[config.mk]
export PLATFORM = sky130hd
export DESIGN_NAME = tdm_regs
export DESIGN_NICKNAME = d
export VERILOG_FILES = /design/src/include/tdm_pkg.sv /design/src/verilog/tdm_regs.sv
export SDC_FILE = /design/constraint.sdc
export NUM_CORES = 1
export LEC_CHECK = 0
export BUFFER_PORTS_ARGS = -buffer_cell sky130_fd_sc_hd__buf_2
export CAP_MARGIN = 30
export CORE_AREA = 2 2 156 158
export DETAILED_ROUTE_END_ITERATION = 7
export DIE_AREA = 0 0 158 160
export PLACE_DENSITY_LB_ADDON = 0.12
export SKIP_CTS_REPAIR_TIMING = 1
export SYNTH_ARGS = -nofsm -noshare
export SYNTH_HDL_FRONTEND = slang
export SYNTH_SLANG_ARGS = --single-unit
[constraint.sdc]
create_clock -name i_core_clk -period 1.9 [get_ports i_core_clk]
set_clock_uncertainty 0.2 [all_clocks]
set_input_delay 0.19 -clock i_core_clk [delete_from_list [all_inputs] [get_ports i_core_clk]]
set_output_delay 0.19 -clock i_core_clk [all_outputs]
set_load 0.005 [all_outputs]
[src/include/tdm_pkg.sv]
// ============================================================================
// Function
// - channel B gain adjust, 8 bits, loaded from factory store at reset, RW.
// - reference adjust in bits 3:0, bits 7:4 reserved; factory loaded, RW.
// - channel A termination adjust, 8 bits, factory loaded, readable and writable.
// - channel B termination adjust, 8 bits, factory loaded, readable and writable.
// - bit 2 steers dither rounding error: 0 noise ratio, 1 offset and spurs.
// - bit 1 picks dither amplitude; 0 small (reset), 1 large.
// - bit 0 enables dither injection; resets to 1.
// - marker enable bit 0 puts timestamp on every output sample LSB.
// - marker path delayed to match sample latency through the device.
// - marked sample carries marker in LSB plus upper seven data bits.
// - lane alignment config always reports zero control bits per sample.
package tdm_pkg;
  // ==========================================================================
  // register map (printed offsets are indices; byte address is index times 4)
  localparam logic [8:0] IDX_GAIN_B = 9'h07B;
  localparam logic [8:0] IDX_REF_ADJ = 9'h07C;
  localparam logic [8:0] IDX_TERM_A = 9'h07E;
  localparam logic [8:0] IDX_TERM_B = 9'h07F;
  localparam logic [8:0] IDX_NOISE_CTL = 9'h09D;
  localparam logic [8:0] IDX_LSB_CTL = 9'h160;
  localparam int ADDR_W = 12;
  localparam int REG_W = 8;
  localparam int NUM_REGS = 6;
  // ==========================================================================
  // field positions and reset values
  localparam int REF_ADJ_LSB = 0;
  localparam int REF_ADJ_W = 4;
  localparam int NOISE_ERR_BIT = 2;
  localparam int NOISE_AMP_BIT = 1;
  localparam int NOISE_ON_BIT = 0;
  localparam int MARKER_ON_BIT = 0;
  localparam logic [7:0] RST_TRIM = 8'h00;
  localparam logic [7:0] RST_NOISE_CTL = 8'h01;
  localparam logic [7:0] RST_LSB_CTL = 8'h00;
  localparam logic [7:0] ILA_CTRL_BITS = 8'h00;
  localparam logic [1:0] RESP_OKAY = 2'h0;
  localparam logic [1:0] RESP_SLVERR = 2'h2;
  // ==========================================================================
  // carriers
  typedef struct packed {
    logic [7:0] gain_b;
    logic [7:0] ref_adj;
    logic [7:0] term_a;
    logic [7:0] term_b;
  } tdm_trim_s;
  typedef struct packed {
    logic rounding_error_select;
    logic noise_level_select;
    logic noise_injection_on;
  } tdm_noise_s;
  typedef logic [REG_W-1:0] tdm_reg_t;
endpackage

[src/verilog/tdm_regs.sv]
`timescale 1ns/1ns
`default_nettype none
module tdm_regs #(
  parameter int MARKER_LAT = 4
) (
  input wire logic i_core_clk,
  input wire logic i_rst,
  // factory trim store, valid after reset
  input wire tdm_pkg::tdm_trim_s i_fuse_trim,
  input wire logic i_fuse_valid,
  // axi4-lite slave
  input wire logic [tdm_pkg::ADDR_W-1:0] i_awaddr,
  input wire logic i_awvalid,
  output logic o_awready,
  input wire logic [31:0] i_wdata,
  input wire logic [3:0] i_wstrb,
  input wire logic i_wvalid,
  output logic o_wready,
  output logic [1:0] o_bresp,
  output logic o_bvalid,
  input wire logic i_bready,
  input wire logic [tdm_pkg::ADDR_W-1:0] i_araddr,
  input wire logic i_arvalid,
  output logic o_arready,
  output logic [31:0] o_rdata,
  output logic [1:0] o_rresp,
  output logic o_rvalid,
  input wire logic i_rready,
  // sample path
  input wire logic [7:0] i_sample,
  input wire logic i_timestamp,
  output logic [7:0] o_sample,
  // controls toward analog and link
  output tdm_pkg::tdm_trim_s o_trim,
  output tdm_pkg::tdm_noise_s o_noise,
  output logic o_marker_on,
  output logic [7:0] o_ila_ctrl_bits
);
  import tdm_pkg::*;

  // ==========================================================================
  // address decode, every word index bit compared so no upper alias hits
  localparam int IDX_W = ADDR_W - 2;
  function automatic logic [2:0] dec_idx(input logic [ADDR_W-1:0] a);
    logic [IDX_W-1:0] idx;
    idx = a[ADDR_W-1:2];
    unique case (idx)
      IDX_W'(IDX_GAIN_B): dec_idx = 3'h0;
      IDX_W'(IDX_REF_ADJ): dec_idx = 3'h1;
      IDX_W'(IDX_TERM_A): dec_idx = 3'h2;
      IDX_W'(IDX_TERM_B): dec_idx = 3'h3;
      IDX_W'(IDX_NOISE_CTL): dec_idx = 3'h4;
      IDX_W'(IDX_LSB_CTL): dec_idx = 3'h5;
      default: dec_idx = 3'h7;
    endcase
  endfunction

  // ==========================================================================
  // register storage and write channel
  tdm_reg_t regs_ff [NUM_REGS];
  tdm_reg_t nxt_regs [NUM_REGS];
  logic [ADDR_W-1:0] awaddr_ff, nxt_awaddr;
  logic aw_have_ff, nxt_aw_have;
  logic [7:0] wbyte_ff, nxt_wbyte;
  logic wstb_ff, nxt_wstb;
  logic w_have_ff, nxt_w_have;
  logic bvalid_ff, nxt_bvalid;
  logic [1:0] bresp_ff, nxt_bresp;
  logic fuse_done_ff, nxt_fuse_done;
  logic [2:0] widx;

  assign o_awready = !aw_have_ff && !bvalid_ff;
  assign o_wready = !w_have_ff && !bvalid_ff;
  assign widx = dec_idx(awaddr_ff);

  // next state of storage, factory load and write response
  always_comb begin
    nxt_regs = regs_ff;
    nxt_awaddr = awaddr_ff;
    nxt_aw_have = aw_have_ff;
    nxt_wbyte = wbyte_ff;
    nxt_wstb = wstb_ff;
    nxt_w_have = w_have_ff;
    nxt_bvalid = bvalid_ff;
    nxt_bresp = bresp_ff;
    nxt_fuse_done = fuse_done_ff;
    if (!fuse_done_ff && i_fuse_valid) begin
      nxt_regs[0] = i_fuse_trim.gain_b;
      nxt_regs[1] = i_fuse_trim.ref_adj;
      nxt_regs[2] = i_fuse_trim.term_a;
      nxt_regs[3] = i_fuse_trim.term_b;
      nxt_fuse_done = 1'b1;
    end
    if (i_awvalid && o_awready) begin
      nxt_awaddr = i_awaddr;
      nxt_aw_have = 1'b1;
    end
    if (i_wvalid && o_wready) begin
      nxt_wbyte = i_wdata[7:0];
      nxt_wstb = i_wstrb[0];
      nxt_w_have = 1'b1;
    end
    if (aw_have_ff && w_have_ff) begin
      nxt_aw_have = 1'b0;
      nxt_w_have = 1'b0;
      nxt_bvalid = 1'b1;
      if (widx == 3'h7) begin
        nxt_bresp = RESP_SLVERR;
      end else begin
        nxt_bresp = RESP_OKAY;
        // full byte stored, reserved bits included
        if (wstb_ff) begin
          nxt_regs[widx] = wbyte_ff;
        end
      end
    end
    if (bvalid_ff && i_bready) begin
      nxt_bvalid = 1'b0;
    end
  end

  // register the write side
  always_ff @(posedge i_core_clk) begin
    if (i_rst) begin
      regs_ff[0] <= RST_TRIM;
      regs_ff[1] <= RST_TRIM;
      regs_ff[2] <= RST_TRIM;
      regs_ff[3] <= RST_TRIM;
      regs_ff[4] <= RST_NOISE_CTL;
      regs_ff[5] <= RST_LSB_CTL;
      awaddr_ff <= '0;
      aw_have_ff <= 1'b0;
      wbyte_ff <= 8'h00;
      wstb_ff <= 1'b0;
      w_have_ff <= 1'b0;
      bvalid_ff <= 1'b0;
      bresp_ff <= RESP_OKAY;
      fuse_done_ff <= 1'b0;
    end else begin
      regs_ff <= nxt_regs;
      awaddr_ff <= nxt_awaddr;
      aw_have_ff <= nxt_aw_have;
      wbyte_ff <= nxt_wbyte;
      wstb_ff <= nxt_wstb;
      w_have_ff <= nxt_w_have;
      bvalid_ff <= nxt_bvalid;
      bresp_ff <= nxt_bresp;
      fuse_done_ff <= nxt_fuse_done;
    end
  end

  assign o_bvalid = bvalid_ff;
  assign o_bresp = bresp_ff;

  // ==========================================================================
  // read channel
  logic rvalid_ff, nxt_rvalid;
  logic [31:0] rdata_ff, nxt_rdata;
  logic [1:0] rresp_ff, nxt_rresp;
  logic [2:0] ridx;

  assign o_arready = !rvalid_ff;
  assign ridx = dec_idx(i_araddr);

  // read data captured on address acceptance
  always_comb begin
    nxt_rvalid = rvalid_ff;
    nxt_rdata = rdata_ff;
    nxt_rresp = rresp_ff;
    if (i_arvalid && o_arready) begin
      nxt_rvalid = 1'b1;
      if (ridx == 3'h7) begin
        nxt_rdata = 32'h0000_0000;
        nxt_rresp = RESP_SLVERR;
      end else begin
        nxt_rdata = {24'h00_0000, regs_ff[ridx]};
        nxt_rresp = RESP_OKAY;
      end
    end else if (rvalid_ff && i_rready) begin
      nxt_rvalid = 1'b0;
    end
  end

  // register the read side
  always_ff @(posedge i_core_clk) begin
    if (i_rst) begin
      rvalid_ff <= 1'b0;
      rdata_ff <= 32'h0000_0000;
      rresp_ff <= RESP_OKAY;
    end else begin
      rvalid_ff <= nxt_rvalid;
      rdata_ff <= nxt_rdata;
      rresp_ff <= nxt_rresp;
    end
  end

  assign o_rvalid = rvalid_ff;
  assign o_rdata = rdata_ff;
  assign o_rresp = rresp_ff;

  // ==========================================================================
  // live controls straight from storage, lane alignment bits from ILA_CTRL_BITS
  assign o_trim.gain_b = regs_ff[0];
  assign o_trim.ref_adj = {4'h0, regs_ff[1][REF_ADJ_LSB +: REF_ADJ_W]};
  assign o_trim.term_a = regs_ff[2];
  assign o_trim.term_b = regs_ff[3];
  assign o_noise.rounding_error_select = regs_ff[4][NOISE_ERR_BIT];
  assign o_noise.noise_level_select = regs_ff[4][NOISE_AMP_BIT];
  assign o_noise.noise_injection_on = regs_ff[4][NOISE_ON_BIT];
  assign o_marker_on = regs_ff[5][MARKER_ON_BIT];
  assign o_ila_ctrl_bits = ILA_CTRL_BITS;

  // ==========================================================================
  // marker and sample delay lines, equal total latency
  // the two sync flops count toward marker latency, so its line is two shorter
  localparam int TS_LAT = MARKER_LAT - 2; // MARKER_LAT must be at least 3
  logic ts_meta_ff, ts_sync_ff;
  logic [TS_LAT-1:0] ts_pipe_ff, nxt_ts_pipe;
  logic [7:0] smp_pipe_ff [MARKER_LAT];
  logic [7:0] nxt_smp_pipe [MARKER_LAT];
  logic [7:0] out_ff, nxt_out;

  // sample line and timestamp line both shift one stage per clock
  always_comb begin
    nxt_ts_pipe[0] = ts_sync_ff;
    for (int k = 1; k < TS_LAT; k++) begin
      nxt_ts_pipe[k] = ts_pipe_ff[k-1];
    end
    nxt_smp_pipe[0] = i_sample;
    for (int k = 1; k < MARKER_LAT; k++) begin
      nxt_smp_pipe[k] = smp_pipe_ff[k-1];
    end
    nxt_out = smp_pipe_ff[MARKER_LAT-1];
    if (o_marker_on) begin
      nxt_out = {smp_pipe_ff[MARKER_LAT-1][7:1], ts_pipe_ff[TS_LAT-1]};
    end
  end

  // timestamp pin passes two flip-flops, then the delay lines register
  always_ff @(posedge i_core_clk) begin
    if (i_rst) begin
      ts_meta_ff <= 1'b0;
      ts_sync_ff <= 1'b0;
      ts_pipe_ff <= '0;
      for (int k = 0; k < MARKER_LAT; k++) begin
        smp_pipe_ff[k] <= 8'h00;
      end
      out_ff <= 8'h00;
    end else begin
      ts_meta_ff <= i_timestamp;
      ts_sync_ff <= ts_meta_ff;
      ts_pipe_ff <= nxt_ts_pipe;
      smp_pipe_ff <= nxt_smp_pipe;
      out_ff <= nxt_out;
    end
  end

  assign o_sample = out_ff;

  // ==========================================================================
  // checks
  property p_marker_lsb;
    @(posedge i_core_clk) disable iff (i_rst)
      o_marker_on |=> o_sample[0] == $past(ts_pipe_ff[TS_LAT-1]);
  endproperty
  a_marker_lsb: assert property (p_marker_lsb) else $error("marker not on lsb");

  property p_upper_bits;
    @(posedge i_core_clk) disable iff (i_rst)
      o_marker_on |=> o_sample[7:1] == $past(smp_pipe_ff[MARKER_LAT-1][7:1]);
  endproperty
  a_upper_bits: assert property (p_upper_bits) else $error("data bits wrong");

  property p_no_marker;
    @(posedge i_core_clk) disable iff (i_rst)
      !o_marker_on |=> o_sample == $past(smp_pipe_ff[MARKER_LAT-1]);
  endproperty
  a_no_marker: assert property (p_no_marker) else $error("sample changed");

  property p_ila_zero;
    @(posedge i_core_clk) disable iff (i_rst) o_ila_ctrl_bits == 8'h00;
  endproperty
  a_ila_zero: assert property (p_ila_zero) else $error("ila bits nonzero");

  property p_dith_reset;
    @(posedge i_core_clk) $fell(i_rst) |-> o_noise.noise_injection_on
      && !o_noise.noise_level_select;
  endproperty
  a_dith_reset: assert property (p_dith_reset) else $error("dither reset wrong");

  property p_write_now;
    @(posedge i_core_clk) disable iff (i_rst)
      (aw_have_ff && w_have_ff && wstb_ff && widx == 3'h4)
      |=> o_noise.rounding_error_select == $past(wbyte_ff[2]);
  endproperty
  a_write_now: assert property (p_write_now) else $error("write late");

  property p_ref_mask;
    @(posedge i_core_clk) disable iff (i_rst) o_trim.ref_adj[7:4] == 4'h0;
  endproperty
  a_ref_mask: assert property (p_ref_mask) else $error("ref field width");

  property p_fuse_load;
    @(posedge i_core_clk) disable iff (i_rst)
      (!fuse_done_ff && i_fuse_valid && !(aw_have_ff && w_have_ff))
      |=> o_trim.gain_b == $past(i_fuse_trim.gain_b)
      && o_trim.term_a == $past(i_fuse_trim.term_a)
      && o_trim.term_b == $past(i_fuse_trim.term_b);
  endproperty
  a_fuse_load: assert property (p_fuse_load) else $error("fuse not loaded");

endmodule // tdm_regs
`default_nettype wire
==> key figures, run 1 <==
CTS
  • Num Clock Sinks: 126
  • Clock tree from TritonCTS: built
  • Maximum clock insertion buffer count: 2
  • Post-CTS clock slew at the launch and capture registers of the worst setup and hold paths: 0.06 ns
  • CTS H-tree lvls: 4
  • Clock network latency to the later pin of the worst-skew pair: 0.41 ns
  • CTS Buf Count: 17
  • Library cell used as clock root buffer: sky130_fd_sc_hd__clkbuf_16

Power and ir drop
  • Lkg Pwr: 3.35 nW
  • Final Total Pwr: 6.91 mW
  • Power Density: 853 nW/um^2
  • Worst ir drop on vdd: 0.439 mV

Synthesis
  • EDFF count, synth: 0
  • Cell type contributing the most total cell area after synthesis: sky130_fd_sc_hd__dfxtp_1
  • Synthesis Warnings: 0
  • Post-synthesis sequential area ratio: 43.3%
  • Netlist cell types: 45
  • Syn Inst Count: 617
  • Post-synthesis register bit count: 126
  • Area share of the leading cell type in the synthesized netlist: 43.3%
  • Most area-consuming cells after synthesis: sky130_fd_sc_hd__dfxtp_1, sky130_fd_sc_hd__mux2i_1, sky130_fd_sc_hd__buf_4
  • Most common flop cell mapped by yosys: sky130_fd_sc_hd__dfxtp_1
  • Share of synthesized flip-flops with an asynchronous set or reset: 0%
  • Average size of a mapped cell: 9.45 sq um
  • Netlist area before placement: 5830 sq um

GRT
  • Initial antenna violation count: 0
  • GRT Overall Usage: 12.6%
  • Number of global-route vias before repair: 4395
  • Global-route congestion overflow total: 0
  • GR peak layer: met2
  • Fraction of met1 tracks used by global routing: 16.8%
  • First-pass GRT wire length: 24.1 mm
  • Largest net degree at the start of global routing: 104
  • Met2 GRT Util: 19.9%
  • Global routing usage on met3: 3.34%

Finish
  • Inserted Diodes: 0
  • Layout fillers: 2530
  • Layout cell share with drive strength beyond 1: 31.8%
  • Number of nets at the end of the flow: 908
  • Leading cell type in the layout, fill and taps excluded: sky130_fd_sc_hd__buf_2
  • Layout Area Growth over Synthesis: 39.0%
  • Multi-input logic area: 2900 sq um
  • Finished layout cell area: 8100 sq um
  • Combined flip-flop and latch cell area: 2530 sq um
  • Most used cells in the layout excluding fill and tap cells: sky130_fd_sc_hd__buf_2, sky130_fd_sc_hd__dfxtp_1, sky130_fd_sc_hd__nor2_1, sky130_fd_sc_hd__mux2i_1, sky130_fd_sc_hd__dlygate4sd3_1

Floorplanning
  • Die height: 160 um
  • Initial Utilization: 24.5%
  • Number of top-level design ports: 202
  • Die Width: 158 um
  • Cell Rows: 57
  • CORE AREA: 23800 sq um
  • Die Area: 25300 sq um

Run status
  • Run status: finished with violations
  • Failing checks: setup timing

STA
  • Pins Over Slew Limit: 0
  • Worst Slack Setup Final: -0.0501 ns
  • Fraction of the cycle the final worst path needs: 103%
  • Maximum achievable frequency: 0.513 GHz
  • Max transition margin: 59.6%
  • RSZ-0062 raised after global routing: true
  • Worst hold-check slack: 0.0154 ns
  • Final Critical Period: 1.95 ns
  • Least-Margin Pin Slew: 0.605 ns
  • Number of failing setup endpoints in the final timing report: 12
  • Final number of hold-violating endpoints: 0

Drt
  • Pre-antenna DRT Iters: 5
  • Via count: 4635
  • Initial detailed-routing violation count: 190
  • DRC violation count after routing: 0
  • Count of nets left with antenna violations after detail routing: 0
  • Post-detailed-route wirelength per cell: 14.3 um
  • Wire length reported by the detailed router: 16.2 mm
  • Post-DR vias/cell: 4.08

Place
  • Post-Place Worst Slack: -0.406 ns
  • PortBufs: 132
  • Dpl cell area: 6760 sq um
  • Global placer's final weighted congestion: 0.774
  • Detailed-placement wirelength estimate: 11.7 mm

Min path
  • Tightest Hold Check Type: input port to register
  • Min-delay src: i_fuse_trim[30]

Critical path
  • CP startpoint kind: register
  • Crit path required time: 1.98 ns
  • Maximum fanout along the worst path: 9
  • Startpoint of the most critical setup path: awaddr_ff[10]
  • Capturing element type of the critical path: register
  • Arrival time at the worst endpoint: 2.03 ns
  • Critical path type: register to register
  • Beginning of the worst register-to-register path: awaddr_ff[10]

Flow run
  • Max cap viols: 0
[cell usage after synthesis, drive strengths merged, types with 4 or more instances]
master    n
clkbuf   25
nor3      7
a211oi   25
buf      76
a221o     8
a21oi    26
nor2b    46
nor2     87
nand2    49
nand3     4
dfxtp   126
nand3b   17
nor4b     4
mux2i    73
mux2     18
[cells by family (layout without fill, tap and decap cells)]
group / after synthesis / count (layout) / synth area share (%)
AO/OA/AOI/OAI: 65 / 65 / 8.33
XOR/XNOR: 1 / 1 / 0.150
buffers and inverters: 104 / 262 / 11.5
flip-flops: 126 / 126 / 43.3
multiplexers: 91 / 91 / 16.0
other: 1 / 38 / 0.0643
AND/OR/NAND/NOR: 229 / 229 / 20.7
[routing by layer]
layer / up-vias / share of wire [%]
met2: 126 / 47
met3: 9 / 5.1
met4: 0 / 0.80
li1: 2363 / -
met5: - / 0
met1: 2137 / 47
[critical path, cell delays in order (launching register included)]
cell,delay (ns)
sky130_fd_sc_hd__dfxtp_4,0.35
sky130_fd_sc_hd__and4b_2,0.32
sky130_fd_sc_hd__and4b_1,0.19
sky130_fd_sc_hd__a21oi_1,0.05
sky130_fd_sc_hd__or3_4,0.33
sky130_fd_sc_hd__buf_6,0.16
sky130_fd_sc_hd__mux2i_1,0.15
sky130_fd_sc_hd__nor2_1,0.06
[path summary, 6_finish.rpt]
| kind | slack, ns | depth (start not counted) | to |
|---|---|---|---|
| setup / recovery | -0.05 | 7 | register |
| hold / removal | 0.02 | 4 | o_trim[30] |
| setup reg to reg | -0.05 | 7 | register |
| hold reg to reg | 0.23 | 1 | nxt_smp_pipe[15] |
[per-stage QoR]
| stage | utilization [%] | cells | setup TNS (ns) |
|---|---|---|---|
| 6_report | 34.0 | 1136 | -0.275 |
| 5_1_grt | 34.0 | 1136 | -4.16 |
| 4_1_cts | 30.9 | 1074 | -2.23 |
| 3_5_place_dp | 28.4 | 1042 | -4.78 |
| 3_3_place_gp | 28.4 | 1042 | -3.95 |
| 2_1_floorplan | - | 654 | -0.412 |
[final cells by class]
class	instances	share of cell area, %
flip-flops and latches	126	31.3
repair buffers	227	20.3
clock buffers	18	5.30
multi-input cells	424	35.8
inverters	3	0.139
clock inverters	14	2.24
well taps	324	5.00
[report_power, final]
| group | total [mW] | leakage [nW] | internal (mW) | switching [mW] |
|---|---|---|---|---|
| registers | 2.86 | 1.03 | 2.75 | 0.108 |
| logic | 0.672 | 2.02 | 0.364 | 0.308 |
| clock network | 3.38 | 0.302 | 2.09 | 1.28 |
Note: power is estimated with default switching activity, not from simulation.
==> run 2: changes to the inputs <==
Settings changed: MAX_ROUTING_LAYER set to met4, SKIP_LAST_GASP set to 1.
==> key figures, run 2 (synthesized netlist as in run 1, its figures left out) <==
GRT
  • Initial antenna violation count: 0 (unchanged)
  • Largest net degree at the start of global routing: 104 (unchanged)
  • Number of global-route vias before repair: 4398 (was 4395)
  • Global-route congestion overflow total: 0 (unchanged)
  • First-pass GRT wire length: 24.1 mm (unchanged)
  • GRT Overall Usage: 13.0% (was 12.6%)

Drt
  • DRC violation count after routing: 0 (unchanged)
  • Pre-antenna DRT Iters: 4 (was 5)
  • Post-detailed-route wirelength per cell: 14.3 um (about the same)
  • Post-DR vias/cell: 4.10 (was 4.08)
  • Wire length reported by the detailed router: 16.2 mm (about the same)
  • Initial detailed-routing violation count: 205 (was 190)
  • Count of nets left with antenna violations after detail routing: 0 (unchanged)
  • Via count: 4652 (was 4635)

Place
  • Global placer's final weighted congestion: 0.784 (was 0.774)
  • Dpl cell area: 6760 sq um (unchanged)
  • Post-Place Worst Slack: -0.406 ns (unchanged)
  • Detailed-placement wirelength estimate: 11.7 mm (unchanged)
  • PortBufs: 132 (unchanged)

CTS
  • Library cell used as clock root buffer: sky130_fd_sc_hd__clkbuf_16 (unchanged)
  • Post-CTS clock slew at the launch and capture registers of the worst setup and hold paths: 0.06 ns (about the same)
  • Clock network latency to the later pin of the worst-skew pair: 0.41 ns (about the same)
  • Clock tree from TritonCTS: built (unchanged)
  • CTS Buf Count: 17 (unchanged)
  • Num Clock Sinks: 126 (unchanged)
  • CTS H-tree lvls: 4 (unchanged)
  • Maximum clock insertion buffer count: 2 (unchanged)

Finish
  • Finished layout cell area: 8100 sq um (unchanged)
  • Leading cell type in the layout, fill and taps excluded: sky130_fd_sc_hd__buf_2 (unchanged)
  • Layout fillers: 2530 (unchanged)
  • Layout Area Growth over Synthesis: 39.0% (unchanged)
  • Most used cells in the layout excluding fill and tap cells: sky130_fd_sc_hd__buf_2, sky130_fd_sc_hd__dfxtp_1, sky130_fd_sc_hd__nor2_1, sky130_fd_sc_hd__mux2i_1, sky130_fd_sc_hd__dlygate4sd3_1 (unchanged)
  • Finished Core Util: 34.0% (unchanged)
  • Number of nets at the end of the flow: 908 (unchanged)
  • Inserted Diodes: 0 (unchanged)
  • Layout cell share with drive strength beyond 1: 31.8% (unchanged)

Critical path
  • Capturing element type of the critical path: register (unchanged)
  • Startpoint of the most critical setup path: awaddr_ff[10] (unchanged)
  • Arrival time at the worst endpoint: 2.03 ns (about the same)
  • Beginning of the worst register-to-register path: awaddr_ff[10] (unchanged)
  • Critical path type: register to register (unchanged)
  • R2r setup slk: -0.05 ns (about the same)
  • CP startpoint kind: register (unchanged)
  • Crit path required time: 1.98 ns (about the same)
  • Maximum fanout along the worst path: 9 (unchanged)
  • Cells on worst reg2reg path: 7 (unchanged)

Power and ir drop
  • Internal power of the cells: 5.21 mW (about the same)
  • Clock power frac: 48.9% (about the same)
  • Lkg Pwr: 3.35 nW (unchanged)
  • Part of the total power dissipated in sequential elements: 41.4% (about the same)
  • Net Sw Frac: 24.6% (about the same)
  • Power dissipated by switching net loads: 1.70 mW (about the same)
  • Part of the power in combinational logic: 9.7% (about the same)
  • Worst ir drop on vdd: 0.442 mV (was 0.439 mV)
  • Final Total Pwr: 6.91 mW (about the same)
  • Power Density: 853 nW/um^2 (about the same)

STA
  • Pins Over Slew Limit: 0 (unchanged)
  • Final Critical Period: 1.95 ns (about the same)
  • Worst hold-check slack: 0.0184 ns (was 0.0154 ns)
  • Maximum achievable frequency: 0.513 GHz (about the same)
  • Max transition margin: 60.1% (was 59.6%)
  • RSZ-0062 raised after global routing: true (unchanged)
  • Worst Slack Setup Final: -0.0508 ns (was -0.0501 ns)
  • Final number of hold-violating endpoints: 0 (unchanged)
  • Fraction of the cycle the final worst path needs: 103% (about the same)
  • Least-Margin Pin Slew: 0.598 ns (was 0.605 ns)
  • Number of failing setup endpoints in the final timing report: 12 (unchanged)

Floorplanning
  • Die Width: 158 um (unchanged)
  • Die height: 160 um (unchanged)
  • Initial Utilization: 24.5% (unchanged)
  • Cell Rows: 57 (unchanged)
  • CORE AREA: 23800 sq um (unchanged)
  • Number of top-level design ports: 202 (unchanged)
  • Die Area: 25300 sq um (unchanged)

Run status
  • Run status: finished with violations (unchanged)
  • Failing checks: setup timing (unchanged)

Flow run
  • Max cap viols: 0 (unchanged)

Min path
  • Tightest Hold Check Type: input port to register (unchanged)
run 2: cell counts in the layout (fill, tap and decap cells not counted):
No cell type changed its count.
run 2: power by group through the flow:
stage / combinational (mW) / clock [mW] / sequential (mW)
final: 0.672 / 3.38 / 2.86
after global routing: 0.748 / 3.61 / 2.88
after CTS: 0.566 / 3.50 / 2.86
after detailed placement: 0.564 / 0 / 2.92
after global placement: 0.554 / 0 / 2.91
after floorplan: 0.428 / 0 / 2.87
run 2: metrics by stage:
stage	std cells	setup TNS (ns)
4_1_cts	1074	-2.23
6_report	1136	-0.278
2_1_floorplan	654	-0.412
3_3_place_gp	1042	-3.95
3_5_place_dp	1042	-4.78
5_1_grt	1136	-4.16
run 2: how the worst min path moves through the flow:
stage / from / end / slack (ns) / cells past startpoint
2_1_floorplan: i_rready / o_rvalid / 0.09 / 1
3_3_place_gp: i_rready / o_rvalid / 0.18 / 2
3_5_place_dp: i_rready / o_rvalid / 0.18 / 2
4_1_cts: i_rready / o_rvalid / -0.26 / 2
5_1_grt: i_fuse_trim[30] / o_trim[30] / 0.03 / 4
6_report: i_fuse_trim[28] / o_trim[28] / 0.02 / 4
run 2: area by class of cell:
class	instances	area, sq um	share of cell area (%)
flip-flops and latches	126	2530	31.3
well taps	324	405	5.00
clock inverters	14	181	2.24
repair buffers	227	1640	20.3
multi-input cells	424	2900	35.8
clock buffers	18	429	5.30
inverters	3	11.3	0.139
run 2: worst max-delay path, stage by stage, from the launching register on:
cell                      delay (ns)
sky130_fd_sc_hd__dfxtp_4        0.35
sky130_fd_sc_hd__and4b_2        0.32
sky130_fd_sc_hd__and4b_1        0.19
sky130_fd_sc_hd__a21oi_1        0.05
sky130_fd_sc_hd__or3_4          0.33
sky130_fd_sc_hd__buf_6          0.16
sky130_fd_sc_hd__mux2i_1        0.15
sky130_fd_sc_hd__nor2_1         0.06
run 2: routing by layer:
metal,wire length [um],track usage (%),up-vias
met1,7720,16.9,2137
met4,215,4.05,0
met5,0,-,-
li1,-,-,2359
met2,7440,19.8,140
met3,852,3.28,16
